<file path="src/verilog/cwgsdb_pkg.sv">
// Package for the complementary waveform steering and dead-band block.
// Assumes a single 100 MHz system clock; no bus, all settings are ports.
`default_nettype none

package cwgsdb_pkg;
    // ========================================================
    // Sizes
    localparam int DB_W    = 6;              // Dead-band count width
    localparam int SRC_W   = 3;              // Source select width
    localparam int NUM_SRC = 8;              // Selectable input sources
    localparam int NUM_OUT = 4;              // Outputs a..d

    // ========================================================
    // Mode codes
    localparam logic [2:0] MODE_ASYNC_STEER = 3'h0;
    localparam logic [2:0] MODE_SYNC_STEER  = 3'h1;
    localparam logic [2:0] MODE_FWD         = 3'h2;
    localparam logic [2:0] MODE_REV         = 3'h3;
    localparam logic [2:0] MODE_HALF        = 3'h4;
    localparam logic [2:0] MODE_PUSH        = 3'h5;
    localparam logic [1:0] MODE_FB_HI       = 2'h1; // Mode bits 2:1

    // ========================================================
    // Output indices and reset values
    localparam int OUT_A = 0;
    localparam int OUT_B = 1;
    localparam int OUT_C = 2;
    localparam int OUT_D = 3;
    localparam logic [NUM_OUT-1:0] OUT_RESET = 4'h0;
    localparam logic [DB_W-1:0]    DB_RESET  = 6'h00;

    // Full-bridge direction
    typedef enum logic [1:0] {
        CWGSDB_DIR_FWD = 2'b01,
        CWGSDB_DIR_REV = 2'b10
    } cwgsdb_dir_e;
endpackage : cwgsdb_pkg

`default_nettype wire

</file>
<file path="src/verilog/cwgsdb_top.sv">
// Complementary waveform generator: steering, full and half bridge,
// push-pull, with two double-buffered 6-bit dead-band counters.
// Assumes settings are quasi-static ports; sources are asynchronous.
`timescale 1ns/1ps
`default_nettype none

module cwgsdb_top #(
    parameter int DB_W = cwgsdb_pkg::DB_W
) (
    // Clock and reset
    input  wire logic                            i_clk,
    input  wire logic                            i_reset_n,
    // Global control
    input  wire logic                            i_enable,
    input  wire logic [2:0]                      i_mode,
    input  wire logic [cwgsdb_pkg::SRC_W-1:0]    i_source_select,
    input  wire logic [cwgsdb_pkg::NUM_SRC-1:0]  i_sources,
    // Dead-band clock
    input  wire logic                            i_clock_select,
    input  wire logic                            i_internal_fast_osc,
    input  wire logic                            i_sleep,
    // Output shaping
    input  wire logic [cwgsdb_pkg::NUM_OUT-1:0]  i_output_polarity,
    input  wire logic [cwgsdb_pkg::NUM_OUT-1:0]  i_steer_select,
    input  wire logic [cwgsdb_pkg::NUM_OUT-1:0]  i_steer_level,
    input  wire logic                            i_shutdown,
    input  wire logic [cwgsdb_pkg::NUM_OUT-1:0]  i_override_level,
    // Dead-band counts
    input  wire logic [DB_W-1:0]                 i_rise_deadband_count,
    input  wire logic [DB_W-1:0]                 i_fall_deadband_count,
    input  wire logic                            i_count_write,
    input  wire logic                            i_load_request_set,
    // Outputs
    output logic                                 o_output_a,
    output logic                                 o_output_b,
    output logic                                 o_output_c,
    output logic                                 o_output_d,
    output logic                                 o_load_request,
    output logic                                 o_direction_reverse
);
    localparam int NO = cwgsdb_pkg::NUM_OUT;

    logic [cwgsdb_pkg::NUM_SRC-1:0] src_sync;
    logic                           osc_sync;
    logic                           osc_d_ff;
    logic                           in_ff;
    logic                           in_d_ff;
    logic                           rise_edge;
    logic                           fall_edge;
    logic                           db_tick;
    logic                           steering;
    logic                           half;
    logic                           push;
    logic                           fb;
    logic                           fb_change;
    logic                           to_rev;
    logic [NO-1:0]                  str_ff;
    logic [DB_W-1:0]                rise_buf_ff;
    logic [DB_W-1:0]                fall_buf_ff;
    logic                           load_req_ff;
    logic                           armed_ff;
    logic                           rise_start;
    logic                           rise_abort;
    logic                           rise_busy;
    logic                           rise_done;
    logic                           fall_start;
    logic                           fall_abort;
    logic                           fall_busy;
    logic                           fall_done;
    logic                           a_on_ff;
    logic                           b_on_ff;
    logic                           pp_a_ff;
    logic                           pp_cur;
    logic [NO-1:0]                  act;
    logic [NO-1:0]                  out_ff;
    cwgsdb_pkg::cwgsdb_dir_e        dir_ff;
    cwgsdb_pkg::cwgsdb_dir_e        mode_dir;

    // ========================================================
    // Input capture
    // Sources and oscillator are asynchronous pins
    cwgsdb_sync #(
        .WIDTH (cwgsdb_pkg::NUM_SRC)
    ) u_src_sync (
        .i_clk     (i_clk),
        .i_reset_n (i_reset_n),
        .i_async   (i_sources),
        .o_sync    (src_sync)
    );

    cwgsdb_sync #(
        .WIDTH (1)
    ) u_osc_sync (
        .i_clk     (i_clk),
        .i_reset_n (i_reset_n),
        .i_async   (i_internal_fast_osc),
        .o_sync    (osc_sync)
    );

    // Selected input and its previous value for edge detection
    always_ff @(posedge i_clk or negedge i_reset_n) begin
        if (!i_reset_n) begin
            in_ff    <= 1'b0;
            in_d_ff  <= 1'b0;
            osc_d_ff <= 1'b0;
        end else begin
            in_ff    <= src_sync[i_source_select];
            in_d_ff  <= in_ff;
            osc_d_ff <= osc_sync;
        end
    end

    assign rise_edge = in_ff && !in_d_ff;
    assign fall_edge = !in_ff && in_d_ff;

    // Dead-band tick: oscillator edges, or every system cycle awake
    assign db_tick = i_clock_select ? (osc_sync && !osc_d_ff)
                                    : !i_sleep;

    // ========================================================
    // Mode decode
    assign steering = (i_mode == cwgsdb_pkg::MODE_ASYNC_STEER) ||
                      (i_mode == cwgsdb_pkg::MODE_SYNC_STEER);
    assign half     = (i_mode == cwgsdb_pkg::MODE_HALF);
    assign push     = (i_mode == cwgsdb_pkg::MODE_PUSH);
    assign fb       = (i_mode[2:1] == cwgsdb_pkg::MODE_FB_HI);
    assign mode_dir = (i_mode == cwgsdb_pkg::MODE_REV)
                      ? cwgsdb_pkg::CWGSDB_DIR_REV
                      : cwgsdb_pkg::CWGSDB_DIR_FWD;
    assign fb_change = i_enable && fb && rise_edge && (mode_dir != dir_ff);
    assign to_rev    = (mode_dir == cwgsdb_pkg::CWGSDB_DIR_REV);

    // ========================================================
    // Steering selection
    // Async takes the new selection at once, sync at input rise
    always_ff @(posedge i_clk or negedge i_reset_n) begin
        if (!i_reset_n) begin
            str_ff <= cwgsdb_pkg::OUT_RESET;
        end else if (i_mode == cwgsdb_pkg::MODE_ASYNC_STEER || !i_enable) begin
            str_ff <= i_steer_select;
        end else if (rise_edge) begin
            str_ff <= i_steer_select;
        end
    end

    // ========================================================
    // Full-bridge direction
    // Direction follows the mode every cycle while disabled, else only at an input rising edge
    always_ff @(posedge i_clk or negedge i_reset_n) begin
        if (!i_reset_n) begin
            dir_ff <= cwgsdb_pkg::CWGSDB_DIR_FWD;
        end else begin
            case (1'b1)
                !i_enable: dir_ff <= mode_dir;
                fb_change: dir_ff <= mode_dir;
                default:   dir_ff <= dir_ff;
            endcase
        end
    end

    assign o_direction_reverse = (dir_ff == cwgsdb_pkg::CWGSDB_DIR_REV);

    // ========================================================
    // Dead-band count buffers
    // Disabled: write loads; enabled: rise after fall after request
    always_ff @(posedge i_clk or negedge i_reset_n) begin
        if (!i_reset_n) begin
            rise_buf_ff <= cwgsdb_pkg::DB_RESET;
            fall_buf_ff <= cwgsdb_pkg::DB_RESET;
        end else if (!i_enable && i_count_write) begin
            rise_buf_ff <= i_rise_deadband_count;
            fall_buf_ff <= i_fall_deadband_count;
        end else if (i_enable && armed_ff && rise_edge) begin
            rise_buf_ff <= i_rise_deadband_count;
            fall_buf_ff <= i_fall_deadband_count;
        end
    end

    // Load request: a set in the clearing cycle wins
    always_ff @(posedge i_clk or negedge i_reset_n) begin
        if (!i_reset_n) begin
            load_req_ff <= 1'b0;
        end else if (i_load_request_set) begin
            load_req_ff <= 1'b1;
        end else if (i_enable && armed_ff && rise_edge) begin
            load_req_ff <= 1'b0;
        end
    end

    // Arm on the first falling edge after the request
    always_ff @(posedge i_clk or negedge i_reset_n) begin
        if (!i_reset_n) begin
            armed_ff <= 1'b0;
        end else if (!i_enable || !load_req_ff) begin
            armed_ff <= 1'b0;
        end else if (armed_ff && rise_edge) begin
            armed_ff <= 1'b0;
        end else if (fall_edge) begin
            armed_ff <= 1'b1;
        end
    end

    assign o_load_request = load_req_ff;

    // ========================================================
    // Dead-band counters
    // Rise: half-bridge rise, or full-bridge change to reverse
    assign rise_start = i_enable &&
                        ((half && rise_edge) || (fb_change && to_rev));
    assign rise_abort = !i_enable || (half && fall_edge);
    // Fall: half-bridge fall, or full-bridge change to forward
    assign fall_start = i_enable &&
                        ((half && fall_edge) || (fb_change && !to_rev));
    assign fall_abort = !i_enable || (half && rise_edge);

    cwgsdb_db_timer #(
        .W (DB_W)
    ) u_rise_timer (
        .i_clk     (i_clk),
        .i_reset_n (i_reset_n),
        .i_start   (rise_start),
        .i_abort   (rise_abort),
        .i_tick    (db_tick),
        .i_count   (rise_buf_ff),
        .o_busy    (rise_busy),
        .o_done    (rise_done)
    );

    cwgsdb_db_timer #(
        .W (DB_W)
    ) u_fall_timer (
        .i_clk     (i_clk),
        .i_reset_n (i_reset_n),
        .i_start   (fall_start),
        .i_abort   (fall_abort),
        .i_tick    (db_tick),
        .i_count   (fall_buf_ff),
        .o_busy    (fall_busy),
        .o_done    (fall_done)
    );

    // Half-bridge turn-on latches, dropped when the input reverses
    always_ff @(posedge i_clk or negedge i_reset_n) begin
        if (!i_reset_n) begin
            a_on_ff <= 1'b0;
            b_on_ff <= 1'b0;
        end else begin
            a_on_ff <= half && in_ff && (a_on_ff || rise_done);
            b_on_ff <= half && !in_ff && (b_on_ff || fall_done);
        end
    end

    // Push-pull sequencer; first pulse goes to output a
    always_ff @(posedge i_clk or negedge i_reset_n) begin
        if (!i_reset_n) begin
            pp_a_ff <= 1'b0;
        end else if (!i_enable || i_shutdown) begin
            pp_a_ff <= 1'b0;
        end else if (push && rise_edge) begin
            pp_a_ff <= !pp_a_ff;
        end
    end

    assign pp_cur = rise_edge ? !pp_a_ff : pp_a_ff;

    // ========================================================
    // Active-level waveforms per mode, before polarity
    always_comb begin
        act = '0;
        case (1'b1)
            steering: begin
                act = {NO{in_ff}};
            end
            fb: begin
                if (dir_ff == cwgsdb_pkg::CWGSDB_DIR_FWD) begin
                    act[cwgsdb_pkg::OUT_A] = 1'b1;
                    act[cwgsdb_pkg::OUT_D] = in_ff && !fall_busy &&
                                             !fall_start;
                end else begin
                    act[cwgsdb_pkg::OUT_C] = 1'b1;
                    act[cwgsdb_pkg::OUT_B] = in_ff && !rise_busy &&
                                             !rise_start;
                end
            end
            half: begin
                act[cwgsdb_pkg::OUT_A] = in_ff && (a_on_ff || rise_done);
                act[cwgsdb_pkg::OUT_B] = !in_ff && (b_on_ff || fall_done);
                act[cwgsdb_pkg::OUT_C] = act[cwgsdb_pkg::OUT_A];
                act[cwgsdb_pkg::OUT_D] = act[cwgsdb_pkg::OUT_B];
            end
            push: begin
                act[cwgsdb_pkg::OUT_A] = in_ff && pp_cur;
                act[cwgsdb_pkg::OUT_B] = in_ff && !pp_cur;
                act[cwgsdb_pkg::OUT_C] = act[cwgsdb_pkg::OUT_A];
                act[cwgsdb_pkg::OUT_D] = act[cwgsdb_pkg::OUT_B];
            end
            default: begin
                act = '0;
            end
        endcase
    end

    // ========================================================
    // Output stage: override, fixed level or polarity-shaped wave
    for (genvar gi = 0; gi < NO; gi++) begin : g_out
        always_ff @(posedge i_clk or negedge i_reset_n) begin
            if (!i_reset_n) begin
                out_ff[gi] <= 1'b0;
            end else if (steering && !str_ff[gi] && i_enable) begin
                out_ff[gi] <= i_steer_level[gi];
            end else if (!i_enable || i_shutdown) begin
                out_ff[gi] <= i_override_level[gi];
            end else begin
                out_ff[gi] <= i_output_polarity[gi] ? act[gi]
                                                    : !act[gi];
            end
        end
    end

    assign o_output_a = out_ff[cwgsdb_pkg::OUT_A];
    assign o_output_b = out_ff[cwgsdb_pkg::OUT_B];
    assign o_output_c = out_ff[cwgsdb_pkg::OUT_C];
    assign o_output_d = out_ff[cwgsdb_pkg::OUT_D];
endmodule : cwgsdb_top

`default_nettype wire

</file>
<file path="src/verilog/cwgsdb_sync.sv">
// Three-flop synchroniser for asynchronous inputs.
// A change is accepted once the second and third stages agree.
`timescale 1ns/1ps
`default_nettype none

module cwgsdb_sync #(
    parameter int WIDTH = 1
) (
    // Clock and reset
    input  wire logic             i_clk,
    input  wire logic             i_reset_n,
    // Data
    input  wire logic [WIDTH-1:0] i_async,
    output logic      [WIDTH-1:0] o_sync
);
    logic [WIDTH-1:0] s1_ff;
    logic [WIDTH-1:0] s2_ff;
    logic [WIDTH-1:0] s3_ff;
    logic [WIDTH-1:0] val_ff;

    // ========================================================
    // Shift chain; stage one feeds stage two only
    always_ff @(posedge i_clk or negedge i_reset_n) begin
        if (!i_reset_n) begin
            s1_ff <= '0;
            s2_ff <= '0;
            s3_ff <= '0;
        end else begin
            s1_ff <= i_async;
            s2_ff <= s1_ff;
            s3_ff <= s2_ff;
        end
    end

    // Accept bits where stages two and three agree
    always_ff @(posedge i_clk or negedge i_reset_n) begin
        if (!i_reset_n) begin
            val_ff <= '0;
        end else begin
            val_ff <= (s2_ff & s3_ff) | (val_ff & (s2_ff | s3_ff));
        end
    end

    assign o_sync = val_ff;
endmodule : cwgsdb_sync

`default_nettype wire

</file>
<file path="src/verilog/cwgsdb_db_timer.sv">
// One dead-band counter: counts selected-clock ticks from zero up to
// the count latched at start. Assumes ticks are one-cycle pulses.
`timescale 1ns/1ps
`default_nettype none

module cwgsdb_db_timer #(
    parameter int W = 6
) (
    // Clock and reset
    input  wire logic         i_clk,
    input  wire logic         i_reset_n,
    // Control
    input  wire logic         i_start,
    input  wire logic         i_abort,
    input  wire logic         i_tick,
    input  wire logic [W-1:0] i_count,
    // Status
    output logic              o_busy,
    output logic              o_done
);
    logic [W-1:0] cnt_ff;
    logic [W-1:0] lim_ff;
    logic         busy_ff;
    logic [W-1:0] nxt_cnt;

    assign nxt_cnt = cnt_ff + W'(1);

    // Count ticks while busy; abort drops the interval
    always_ff @(posedge i_clk or negedge i_reset_n) begin
        if (!i_reset_n) begin
            busy_ff <= 1'b0;
            cnt_ff  <= '0;
            lim_ff  <= '0;
        end else if (i_abort) begin
            busy_ff <= 1'b0;
        end else if (i_start) begin
            busy_ff <= (i_count != '0);
            cnt_ff  <= '0;
            lim_ff  <= i_count;
        end else if (busy_ff && i_tick) begin
            cnt_ff <= nxt_cnt;
            if (nxt_cnt == lim_ff) begin
                busy_ff <= 1'b0;
            end
        end
    end

    // Zero count ends at once; otherwise on the last tick
    assign o_done = !i_abort &&
                    ((i_start && i_count == '0) ||
                     (!i_start && busy_ff && i_tick && nxt_cnt == lim_ff));
    assign o_busy = busy_ff;
endmodule : cwgsdb_db_timer

`default_nettype wire

</file>
<file path="config.mk">
export PLATFORM = sky130hd
export DESIGN_NAME = cwgsdb_top
export DESIGN_NICKNAME = d
export VERILOG_FILES = /design/src/verilog/cwgsdb_pkg.sv /design/src/verilog/cwgsdb_top.sv /design/src/verilog/cwgsdb_sync.sv /design/src/verilog/cwgsdb_db_timer.sv
export SDC_FILE = /design/constraint.sdc
export NUM_CORES = 1
export LEC_CHECK = 0
export ABC_AREA = 1
export BUFFER_PORTS_ARGS = -buffer_cell sky130_fd_sc_hd__buf_2
export CELL_PAD_IN_SITES_DETAIL_PLACEMENT = 0
export CELL_PAD_IN_SITES_GLOBAL_PLACEMENT = 1
export CORE_MARGIN = 3
export CORE_UTILIZATION = 43
export CTS_CLUSTER_DIAMETER = 30
export DETAILED_ROUTE_END_ITERATION = 6
export HOLD_SLACK_MARGIN = 0.08
export PLACE_DENSITY_LB_ADDON = 0.1
export SLEW_MARGIN = 10
export SYNTH_ARGS = -nofsm -noshare
export SYNTH_HDL_FRONTEND = slang
export SYNTH_HIERARCHICAL = 1
export SYNTH_SLANG_ARGS = --single-unit
export TNS_END_PERCENT = 100
</file>
<file path="constraint.sdc">
create_clock -name i_clk -period 2.91 [get_ports i_clk]
set_input_delay 0.291 -clock i_clk [delete_from_list [all_inputs] [get_ports i_clk]]
set_output_delay 0.291 -clock i_clk [all_outputs]
set_load 0.01 [all_outputs]
</file>
==> out/metrics.yaml <==
sta:
  rsz0062_at_grt: "no"
  setup_viol: 0
  slew_headroom_pct: 61.31
  fin_worst_skew_ns: 0.01072
  worstMarginPinSlew_ns: 0.5790
  fin_crit_sh_pct: 85.61
  fin_ws_ns: 0.4188
  slew_viol_final: 0
  finalCriticalPeriod_ns: 2.491
  finalSetupTns_ns: 0
  hold_violations: 0
  max_freq_mhz: 401.4
drt:
  wirelength_um: 8465
  drcViolationCount: 0
  ant_nets: 0
  vias: 3259
  viasPerCell: 4.786
  avgRoutedWirePerCell_um: 12.43
  firstDrtPassIters: 4
  first_iter_violations: 106
finish:
  num_antenna_cells: 0
  layout_commonest_cell: "nand2_1"
  finalNetCount: 600
  fillers: 895
  synthToLayoutAreaGrowth_pct: 17.06
  drive_gt1_share_pct: 23.73
  stdcell_count: 681
  layout_common_cells: "nand2_1, dfrtp_1, inv_1"
global_route:
  grtUsageMet2_pct: 25.82
  grt_pass1_vias: 3130
  antenna_found_initial: 0
  grt_busiest_layer: "met2"
  grtUsageMet3_pct: 3.150
  grt_start_max_net_pins: 44
  grt_usage_pct: 16.31
  grt_use_met1_pct: 22.41
  grt_pass1_wl_um: 14520
  overflow: 0
worst_setup_path:
  cp-end-kind: "flip-flop"
  cpPeakStageDelay_ns: 0.42
  required_ns: 3.20
  rrSetupSlack_ns: 0.42
  crit_end: "o_output_d$_DFF_PN0_"
  cp_max_fo: 5
  cp.arrival_ns: 2.78
  crit_start: "in_d_ff$_DFF_PN0_"
  crit_path_start_kind: "flip-flop"
  r2r-end: "o_output_d$_DFF_PN0_"
  worst-setup-path-type: "reg -> reg"
  reg2reg_from: "in_d_ff$_DFF_PN0_"
  crit_slowest_cell: "dfrtp_1"
  cpMostUsedCell: "nand2_1"
  ff2ff_path_depth: 17
  crit_chain: "inv_2 -> nand2_4 -> nor2_2 -> nand4_1 -> a21oi_1 -> nand2_1 -> nand2_1 -> a21oi_2 -> or2_2 -> nand3_1 -> nand3_1 -> o21ai_1 -> nand2_1 -> nand2_1 -> xor2_1 -> nor2_1 -> o21ai_1"
logic_synthesis:
  synth.avg_cell_area_um2: 8.965
  synth_top_area_share_pct: 53.81
  synth_cell_types: 37
  synth_edf_count: 0
  synthTopCellsByArea: "dfrtp_1, nand2_1, inv_1"
  yosys_warnings: 6
  yosysTopAreaCell: "dfrtp_1"
  syn-num-nets: 525
  ys_seq_elements: 92
  synth_cells: 472
  synth-seq-area-share_pct: 54.44
  syn_area_um2: 4232
  ys_async_sr_fraction_pct: 100.0
  synth_flop_cell: "dfrtp_1"
clocking:
  tritoncts: "built"
  insertion_delay_ns: 0.36
  clk_pin_slew_ns: 0.10
  cts_resized: 0
  htreeDepth: 3
  root_buffer: "clkbuf_8"
  cts_buffers: 9
  clock-sinks: 92
  cts_buffer_depth: 2
die:
  rows: 35
  core_um2: 9415
  ios: 57
  die_w_um: 105.2
  dieArea_um2: 11070
  die_h_um: 105.2
  initial_utilization_pct: 44.94
place:
  hpwl_um: 6256
  globalplace.congestion: 0.8324
  dp_cells: 655
  dp_slack_ns: 0.4036
  port_buffers: 56
run_status:
  status: "finished, final reports clean"
run:
  drv_cap: 0
power_and_ir_drop:
  power_density_nw_per_um2: 626.7
  vdd_drop_max_uv: 280.8
  p_leak_nw: 2.467
  finalPower_mw: 3.104
hold_path:
  holdCritPathClass: "in -> reg"
-- metrics by stage --
stage / util (%) / instance area [um^2] / hold WS [ns]
5_1_grt: 52.61 / 4954 / 0.1196
3_5_place_dp: 49.50 / 4661 / 0.3319
2_1_floorplan: - / 4232 / -0.004591
3_3_place_gp: 49.50 / 4661 / 0.3262
4_1_cts: 52.61 / 4954 / 0.1200
6_report: 52.61 / 4954 / 0.1356
-- power by group --
| group | total (mW) | leakage, nW | internal [mW] | switching (mW) |
|---|---|---|---|---|
| Combinational | 0.625 | 1.28 | 0.261 | 0.364 |
| Sequential | 1.63 | 1.09 | 1.46 | 0.166 |
| Clock | 0.849 | 0.0915 | 0.333 | 0.516 |
| Total | 3.10 | 2.47 | 2.06 | 1.05 |
-- logic make-up after synthesis --
logic type | after synthesis | synth area share [%]
compound gates | 68 | 9.373
xor+xnor | 4 | 1.006
fa+ha+maj | 2 | 0.5913
buf+inv | 77 | 7.185
flops | 92 | 54.44
mux | 15 | 3.992
simple gates | 214 | 23.42
-- state kept, by name, summed over array words and instances (netlist names), 2 cells and up --
name / count
dir_ff: 2
str_ff: 4
u_fall_timer/lim_ff: 6
u_rise_timer/cnt_ff: 6
rise_buf_ff: 6
fall_buf_ff: 6
u_fall_timer/cnt_ff: 6
u_src_sync/s3_ff: 8
u_src_sync/s1_ff: 8
u_src_sync/o_sync: 8
u_src_sync/s2_ff: 8
u_rise_timer/lim_ff: 6
-- Yosys cell counts (all sizes together), types with 7 or more instances --
cell and instances:
nand2 108, nor2 52, nand4 7, mux2 15, inv 73, dfrtp 91
a21oi 22, o21ai 28, o22ai 9, nand3 42
-- layout make-up --
class	instances	area, um^2	area share [%]
inverter	73	274.0	5.532
clock inverter	7	68.82	1.389
tap	129	161.4	3.258
timing repair buffer	68	397.9	8.032
sequential	92	2303	46.50
clock buffer	9	123.9	2.501
multi-input combinational	303	1624	32.79
-- worst min path at each step --
stage / startpoint / to / slack, ns / cells past startpoint
after floorplan: i_reset_n / a_on_ff$_DFF_PN0_ / -0.005 / 0
after global placement: i_reset_n / u_rise_timer/cnt_ff[4]$_DFFE_PN0P_ / 0.33 / 1
after detailed placement: i_reset_n / u_rise_timer/cnt_ff[4]$_DFFE_PN0P_ / 0.33 / 1
after CTS: i_steer_select[2] / str_ff[2]$_DFFE_PN0P_ / 0.12 / 3
after global routing: i_steer_select[0] / str_ff[0]$_DFFE_PN0P_ / 0.12 / 3
final: i_steer_select[0] / str_ff[0]$_DFFE_PN0P_ / 0.14 / 3
-- critical path, delay by kind of cell, from the launching register on --
kind                   cells  cell delay (ns)
AND/OR/NAND/NOR           11             1.20
AO/OA/AOI/OAI              4             0.57
buffers and inverters      1             0.08
XOR/XNOR                   1             0.15
flip-flops                 1             0.42
-- metal layers --
layer  up-vias  wire length (um)
met5         -                 0
met4         0               125
met3        11               286
met2        68              3895
met1      1508              4159
li1       1672                 -
-- repair_timing --
item | 4_1_cts | 5_1_grt
setup buffers | 0 | 0
hold buffers | 10 | 0
endpoints found under the hold margin | 49 | 0
Power figures use the tool's default switching activity.
